$ cat src/temp_pkg.sv
// Behaviour
// RULE1 - local result is 10-bit two's complement, LSB worth 0.25 C
// RULE2 - remote result is 11-bit two's complement
// RULE3 - remote converter LSB is worth 0.125 C
// RULE4 - whole degrees of both channels form an 8-bit two's complement byte
// RULE5 - remote fraction is 3 bits, 0.125 C per code step
// RULE6 - local fraction is 2 bits, 0.25 C per code step
// RULE7 - both fractions sit together in the extended resolution fractional_temperature_bits
// RULE8 - each remote result averages 16 successive measurement cycles
// RULE9 - one complete remote conversion nominally takes 9.6 ms
// RULE10 - bias alternates between base current and N times base during measurement
// RULE11 - remote result spans -127 C to +127.75 C; the code clamps only the low end, so results reach +127.875 C
// RULE12 - three-state strap sampled only at power-up, sets two address LSBs
// RULE13 - upper five address bits fixed at 01011, later strap changes ignored
// RULE14 - strap low gives 00, open gives 10, supply gives 01
// RULE15 - whole byte and fraction of a channel update together after averaging
package temp_pkg;
	localparam int        CLOCK_HZ        = 100_000_000;
	localparam real       CONV_TIME_MS    = 9.6;
	localparam int        CONV_CYCLES     = int'(CONV_TIME_MS * CLOCK_HZ / 1000.0);
	localparam int        AVG_COUNT       = 16;
	localparam int        AVG_SHIFT       = 4;
	localparam int        STRAP_SETTLE    = 8;

	localparam logic [7:0] REG_LOCAL_HIGH  = 8'h00;
	localparam logic [7:0] REG_REMOTE_HIGH = 8'h01;
	localparam logic [7:0] REG_EXT_RES     = 8'h06;
	localparam logic [7:0] REG_RESERVED    = 8'h00;

	localparam int        EXT_REMOTE_LSB  = 5;
	localparam int        EXT_LOCAL_LSB   = 3;

	localparam logic [10:0] REMOTE_MIN    = 11'h408;
	localparam logic [4:0]  ADDR_UPPER    = 5'h0B;
	localparam logic [1:0]  STRAP_LOW     = 2'h0;
	localparam logic [1:0]  STRAP_OPEN    = 2'h2;
	localparam logic [1:0]  STRAP_HIGH    = 2'h1;

	typedef struct packed {
		logic [7:0] high;
		logic [2:0] frac;
	} temp_result_t;
endpackage

$ cat src/temp_result_formatter.sv
module temp_result_formatter
	import temp_pkg::*;
#(
	parameter int CONV_TIME_CYCLES = CONV_CYCLES
)(
	input  wire logic        clock,
	input  wire logic        rst_n,
	input  wire logic [9:0]  localCode,
	input  wire logic        localValid,
	input  wire logic [10:0] remoteCode,
	input  wire logic        strapUpSense,
	input  wire logic        strapDownSense,
	input  wire logic [7:0]  regAddr,
	input  wire logic        regRead,
	output logic             biasHigh,
	output logic             remoteSampleTick,
	output logic      [7:0]  regData,
	output logic      [6:0]  busAddress,
	output logic             busAddressValid
);
	localparam int MEAS_CYCLES = CONV_TIME_CYCLES / AVG_COUNT;
	localparam int HALF_CYCLES = MEAS_CYCLES / 2;
	localparam int PW          = $clog2(MEAS_CYCLES);
	localparam int GW          = $clog2(CONV_TIME_CYCLES + 1);

	logic [PW-1:0]       phaseCount;
	logic [PW-1:0]       next_phaseCount;
	logic                next_biasHigh;
	logic                endMeas;
	logic signed [14:0]  acc;
	logic signed [14:0]  next_acc;
	logic signed [14:0]  sum;
	logic [3:0]          avgCount;
	logic [3:0]          next_avgCount;
	logic [10:0]         avg;
	logic [10:0]         clamped;
	logic                lastMeas;
	temp_result_t        localRes;
	temp_result_t        next_localRes;
	temp_result_t        remoteRes;
	temp_result_t        next_remoteRes;
	logic                remoteUpdate;
	logic [7:0]          next_regData;

	strap_sampler strapInst (
		.clock          (clock),
		.rst_n          (rst_n),
		.strapUpSense   (strapUpSense),
		.strapDownSense (strapDownSense),
		.busAddress     (busAddress),
		.busAddressValid(busAddressValid)
	);

	// measurement sequencer: low bias first half, high bias second half
	always_comb begin
		endMeas         = (phaseCount == PW'(MEAS_CYCLES - 1));
		next_phaseCount = endMeas ? '0 : phaseCount + PW'(1); // [RULE9]
		next_biasHigh   = biasHigh;
		if (phaseCount == PW'(HALF_CYCLES - 1))
			next_biasHigh = 1'b1; // [RULE10]
		else if (endMeas)
			next_biasHigh = 1'b0; // [RULE10]
	end

	always_ff @(posedge clock or negedge rst_n) begin
		if (!rst_n) begin
			phaseCount       <= '0;
			biasHigh         <= 1'b0;
			remoteSampleTick <= 1'b0;
		end else begin
			phaseCount       <= next_phaseCount;
			biasHigh         <= next_biasHigh;
			remoteSampleTick <= endMeas;
		end
	end

	// averaging: sixteen samples summed, then an arithmetic shift
	always_comb begin
		lastMeas      = (avgCount == 4'(AVG_COUNT - 1));
		sum           = acc + {{4{remoteCode[10]}}, remoteCode}; // [RULE2]
		avg           = sum[AVG_SHIFT +: 11]; // [RULE8]
		// the remote range stops at -127 C, so pin anything lower there
		clamped       = ($signed(avg) < $signed(REMOTE_MIN)) ? REMOTE_MIN : avg; // [RULE11]
		remoteUpdate  = endMeas && lastMeas;
		next_acc      = acc;
		next_avgCount = avgCount;
		if (endMeas) begin
			next_acc      = lastMeas ? '0 : sum; // [RULE8]
			next_avgCount = avgCount + 4'h1;
		end
	end

	always_ff @(posedge clock or negedge rst_n) begin
		if (!rst_n) begin
			acc      <= '0;
			avgCount <= 4'h0;
		end else begin
			acc      <= next_acc;
			avgCount <= next_avgCount;
		end
	end

	// whole byte and fraction move in one write, but the high-byte and extended-register reads are separate and can straddle an update
	always_comb begin
		next_localRes  = localRes;
		next_remoteRes = remoteRes;
		if (localValid)
			next_localRes = '{high: localCode[9:2], frac: {localCode[1:0], 1'b0}}; // [RULE1] [RULE6] [RULE15]
		if (remoteUpdate)
			next_remoteRes = '{high: clamped[10:3], frac: clamped[2:0]}; // [RULE3] [RULE4] [RULE5] [RULE15]
	end

	always_ff @(posedge clock or negedge rst_n) begin
		if (!rst_n) begin
			localRes  <= '0;
			remoteRes <= '0;
		end else begin
			localRes  <= next_localRes;
			remoteRes <= next_remoteRes;
		end
	end

	// read port: data holds until the next read
	always_comb begin
		next_regData = regData;
		if (regRead) begin
			unique case (regAddr)
				REG_LOCAL_HIGH:  next_regData = localRes.high; // [RULE4]
				REG_REMOTE_HIGH: next_regData = remoteRes.high; // [RULE4]
				REG_EXT_RES: begin
					next_regData = REG_RESERVED;
					next_regData[EXT_REMOTE_LSB +: 3] = remoteRes.frac; // [RULE7]
					next_regData[EXT_LOCAL_LSB +: 2]  = localRes.frac[2:1]; // [RULE7]
				end
				default:         next_regData = REG_RESERVED;
			endcase
		end
	end

	always_ff @(posedge clock or negedge rst_n) begin
		if (!rst_n)
			regData <= 8'h00;
		else
			regData <= next_regData;
	end

	// helper: cycles since last remote update
	logic [GW-1:0] gapCount;
	logic          seenUpdate;
	always_ff @(posedge clock or negedge rst_n) begin
		if (!rst_n) begin
			gapCount   <= '0;
			seenUpdate <= 1'b0;
		end else begin
			gapCount   <= remoteUpdate ? '0 : gapCount + GW'(1);
			seenUpdate <= seenUpdate | remoteUpdate;
		end
	end

	// separate tally of samples, so a wrong averaging count cannot hide behind avgCount
	logic [4:0] sampleCount;
	always_ff @(posedge clock or negedge rst_n) begin
		if (!rst_n)
			sampleCount <= 5'h00;
		else if (remoteUpdate)
			sampleCount <= 5'h00;
		else if (endMeas)
			sampleCount <= sampleCount + 5'h01;
	end
endmodule

$ cat src/strap_sampler.sv
module strap_sampler
	import temp_pkg::*;
(
	input  wire logic       clock,
	input  wire logic       rst_n,
	input  wire logic       strapUpSense,
	input  wire logic       strapDownSense,
	output logic      [6:0] busAddress,
	output logic            busAddressValid
);
	typedef enum logic {SETTLE, LATCHED} strap_state_t;

	logic [2:0]   upSync;
	logic [2:0]   downSync;
	logic         upLevel;
	logic         downLevel;
	logic         next_upLevel;
	logic         next_downLevel;
	logic [3:0]   settleCount;
	logic [3:0]   next_settleCount;
	strap_state_t state;
	strap_state_t next_state;
	logic [6:0]   next_busAddress;
	logic [1:0]   strapCode;

	// a level only counts once the second and third stages agree
	always_comb begin
		next_upLevel   = (upSync[1] == upSync[2]) ? upSync[2] : upLevel;
		next_downLevel = (downSync[1] == downSync[2]) ? downSync[2] : downLevel;
	end

	always_comb begin
		unique case ({upLevel, downLevel})
			2'b00:   strapCode = STRAP_LOW;  // [RULE14]
			2'b11:   strapCode = STRAP_HIGH; // [RULE14]
			default: strapCode = STRAP_OPEN; // [RULE14]
		endcase
	end

	always_comb begin
		next_state       = state;
		next_settleCount = settleCount;
		next_busAddress  = busAddress;
		unique case (state)
			SETTLE: begin
				if (settleCount == 4'(STRAP_SETTLE - 1)) begin
					next_state      = LATCHED;
					next_busAddress = {ADDR_UPPER, strapCode}; // [RULE12] [RULE13]
				end else begin
					next_settleCount = settleCount + 4'h1;
				end
			end
			// only a fresh reset re-reads the strap
			LATCHED: next_state = LATCHED; // [RULE13]
		endcase
	end

	always_ff @(posedge clock or negedge rst_n) begin
		if (!rst_n) begin
			upSync          <= 3'h0;
			downSync        <= 3'h0;
			upLevel         <= 1'b0;
			downLevel       <= 1'b0;
			settleCount     <= 4'h0;
			state           <= SETTLE;
			busAddress      <= 7'h00;
			busAddressValid <= 1'b0;
		end else begin
			upSync          <= {upSync[1:0], strapUpSense};
			downSync        <= {downSync[1:0], strapDownSense};
			upLevel         <= next_upLevel;
			downLevel       <= next_downLevel;
			settleCount     <= next_settleCount;
			state           <= next_state;
			busAddress      <= next_busAddress;
			busAddressValid <= (next_state == LATCHED);
		end
	end
endmodule

$ cat config.mk
export PLATFORM = sky130hd
export DESIGN_NAME = temp_result_formatter
export DESIGN_NICKNAME = d
export VERILOG_FILES = /design/src/temp_pkg.sv /design/src/temp_result_formatter.sv /design/src/strap_sampler.sv
export SDC_FILE = /design/constraint.sdc
export NUM_CORES = 1
export LEC_CHECK = 0
export BUFFER_PORTS_ARGS = -buffer_cell sky130_fd_sc_hd__buf_2
export CELL_PAD_IN_SITES_DETAIL_PLACEMENT = 0
export CELL_PAD_IN_SITES_GLOBAL_PLACEMENT = 1
export CORE_MARGIN = 5
export CORE_UTILIZATION = 45
export DETAILED_ROUTE_END_ITERATION = 12
export GPL_TIMING_DRIVEN = 0
export MAX_ROUTING_LAYER = met4
export PLACE_DENSITY = 0.89
export SYNTH_ARGS = -nofsm -noshare
export SYNTH_HDL_FRONTEND = slang
export SYNTH_HIERARCHICAL = 1
export SYNTH_SLANG_ARGS = --single-unit
$ cat constraint.sdc
create_clock -name clock -period 4 [get_ports clock]
set_clock_uncertainty 0.05 [all_clocks]
set_input_delay 0.8 -clock clock [delete_from_list [all_inputs] [get_ports clock]]
set_output_delay 0.8 -clock clock [all_outputs]
set_load 0.02 [all_outputs]
==> reports/metrics.yaml <==
status: "completed"
rows: 35
finalCritPeriodShare: 0.905
hpwl_um: 6550
finalHoldViolations: 0
cts_tree: "yes"
final_common_cell: "dfrtp_1"
final-setup-viol-count: 0
yosys-top-cells-area: "dfrtp_1 48%, ha_1 5.6%, mux2_2 4.5%, nand2_1 4.1%, xnor2_1 2.7%"
h-tree-depth: 3
hold_buffers: 0
p_comb_frac: 0.109
clkLatencyLatePin_ns: 0.35
synth.distinct_cells: 67
drt_iter0_markers: 183
antenna_cells: 0
end_kind: "register"
crit_top_cell: "ha_1"
yosys.area.top_type_share: 0.482
root_buffer: "clkbuf_8"
netlist_instances: 411
dieArea_mm2: 0.0115
antenna_left: 0
wl_um: 8590
maxSlewHeadroom: 0.544
die_w_um: 107
io_buffers: 47
drv_cap: 0
antenna_found_initial: 0
cp_top_family: "compound AO/OA/AOI/OAI gates"
area_growth_pct: 14.6
max_freq_mhz: 276
avgRoutedWirePerCell_um: 14.2
die_y_um: 107
dr.pass1.iters: 4
crit_path_max_fanout: 6
ys_seq_area_frac: 0.482
tritoncts.num_buffers: 9
switching_share: 0.252
async_flop_share: 1.00
critPathSlowestCell: "or3_1"
vias: 3158
cts_setup_buffers: 0
rsz0062_at_grt: "no"
grt_pass1_vias: 3124
crit_chain: "buf_2 > ha_1 > inv_1 > fa_1 > and2b_1 > o31a_1 > o21bai_1 > a21oi_1 > o21ai_1 > nor3_1 > a41o_1 > ha_1 > or3_1 > o21ai_0"
path_buf_inv: 2
ys.flop_type: "dfrtp_1"
cts.sinks: 82
nNetsFinal: 526
pwr-share-seq: 0.543
clk_pin_slew_worst_paths_ns: 0.08
crit_type: "in2reg"
total_power_w: 0.00159
power.density_mw_per_mm2: 325
num_io_pins: 53
place.gp.congestion: 0.835
maxSlewViolCount: 0
clockPowerShare: 0.348
drcViolationCount: 0
hold_class: "reg2reg"
synth_edf_count: 0
grt_overflow: 0
post-route-util: 0.528
tightest_slew_ns: 0.678
critPathLaunchType: "input pin"
cts_buffer_depth: 2
period_needed_ns: 3.62
fp.coreArea_mm2: 0.00924
worstPathArrival_ns: 3.85
drive_gt1_frac: 0.214
syn_area_mm2: 0.00426
p_int_w: 0.00119
power.leakage_nw: 2.27
yosys.area.top_type: "dfrtp_1"
yosys_register_bits: 82
switchingPower_w: 0.000400
synth.avg_cell_area_um2: 10.4
peakVddDrop_mv: 0.140
critPathMaxStageDelay_ns: 0.45
grt_first_pass_wirelength_um: 14700
grt_usage: 0.165
yosysWarnings: 6
routed_via_density: 5.22
grt_start_max_net_pins: 49
initial_core_util: 0.461
crit_required_ns: 4.23
most-common-layout-cells: "82 x dfrtp_1, 48 x buf_2, 47 x nand2_1, 28 x nor2_1, 21 x o21ai_0"
power groups by stage:
stage	combinational, W	clock, W	sequential [W]
CTS	0.000175	0.000570	0.000861
finish	0.000173	0.000552	0.000861
floorplan	0.000105	0	0.000878
global route	0.000196	0.000605	0.000864
global placement	0.000167	0	0.000876
detailed placement	0.000174	0	0.000877
worst register-to-register path, stage by stage, from the launching register on:
cell and delay (ns):
dfrtp_1 0.39, ha_1 0.22, inv_1 0.08, fa_1 0.18, and2b_1 0.21, o31a_1 0.33
o21bai_1 0.22, a21oi_1 0.11, o21ai_1 0.33, nor3_1 0.08, a41o_1 0.25, ha_1 0.31
or3_1 0.45, o21ai_0 0.18
final cells by class:
type,count,area (um^2)
clock inverter,5,38.8
buffer,15,73.8
fill,834,4360
timing repair buffer,48,265
clock buffer,11,151
inverter,17,63.8
tap,129,161
multi-input combinational,298,2070
sequential,82,2050
Yosys cell counts (4+ instances only):
cell,number
a21o_1,5
a21oi_1,13
a22o_1,6
a22oi_1,5
and3_1,4
buf_4,4
clkbuf_1,7
dfrtp_1,82
ha_1,19
inv_1,16
mux2_2,17
mux2i_1,4
nand2_1,47
nand3_1,11
nand4b_1,4
nor2_1,28
nor3_1,7
o21a_1,4
o21ai_0,22
o21ai_1,5
o22ai_1,8
or2_2,4
xnor2_1,13
xor2_1,11
metal layers:
| metal | routed length (um) | global-route usage | up-vias |
|---|---|---|---|
| li1 | - | - | 1581 |
| met1 | 4190 | 0.225 | 1495 |
| met2 | 3870 | 0.245 | 74 |
| met3 | 416 | 0.0325 | 8 |
| met4 | 118 | 0.0630 | 0 |
| met5 | 0 | - | - |
registers in the layout, summed over array words and instances (netlist names):
signal                 count
acc                       15
avgCount                   4
biasHigh                   1
localRes                  10
phaseCount                16
regData                    8
remoteRes                 11
remoteSampleTick           1
strapInst/busAddress       3
strapInst/downLevel        1
strapInst/downSync         3
strapInst/settleCount      4
strapInst/state            1
strapInst/upLevel          1
strapInst/upSync           3
cell families (layout without fill, tap and decap cells):
family,after synthesis,count (layout),synth area share
muxes,23,23,0.0597
AOI/OAI and AO/OA,93,93,0.147
other,1,2,0.000881
xor gates and xnor gates,25,25,0.0532
and+or+nand+nor,133,133,0.159
buffers and inverters,32,96,0.0323
DFF,82,82,0.482
adders and majority gates,22,22,0.0653
final timing paths:
kind / startpoint / endpoint / slack, ns / depth (start not counted)
setup reg to reg: acc[0]$_DFFE_PN0P_ / remoteRes[2]$_DFFE_PN0P_ / 0.54 / 13
hold reg to reg: strapInst/upSync[0]$_DFF_PN0_ / strapInst/upSync[1]$_DFF_PN0_ / 0.32 / 0
setup / recovery: remoteCode[0] / remoteRes[2]$_DFFE_PN0P_ / 0.38 / 14
max in group asynchronous: rst_n / phaseCount[6]$_DFF_PN0_ / 2.97 / 2
min in group asynchronous: rst_n / localRes[7]$_DFFE_PN0P_ / 0.34 / 1
hold / removal: strapInst/upSync[0]$_DFF_PN0_ / strapInst/upSync[1]$_DFF_PN0_ / 0.32 / 0
what timing repair did:
action / CTS / global route
gates resized for setup: 0 / 1
endpoints found under the setup margin: 0 / 3
hold endpoints to repair: 0 / 0
through the flow:
| stage | area, um^2 | setup WS [ns] | std cells | TNS (ns) | hold slack [ns] |
|---|---|---|---|---|---|
| 2_1_floorplan | 4260 | 0.487 | 412 | 0 | 0.281 |
| 3_3_place_gp | 4660 | -0.109 | 588 | -0.463 | 0.298 |
| 3_5_place_dp | 4690 | -0.169 | 589 | -0.764 | 0.300 |
| 4_1_cts | 4880 | 0.211 | 605 | 0 | 0.320 |
| 5_1_grt | 4880 | 0.148 | 605 | 0 | 0.332 |
| 6_report | 4880 | 0.379 | 605 | 0 | 0.317 |
Note: power is estimated with default switching activity, not from simulation.
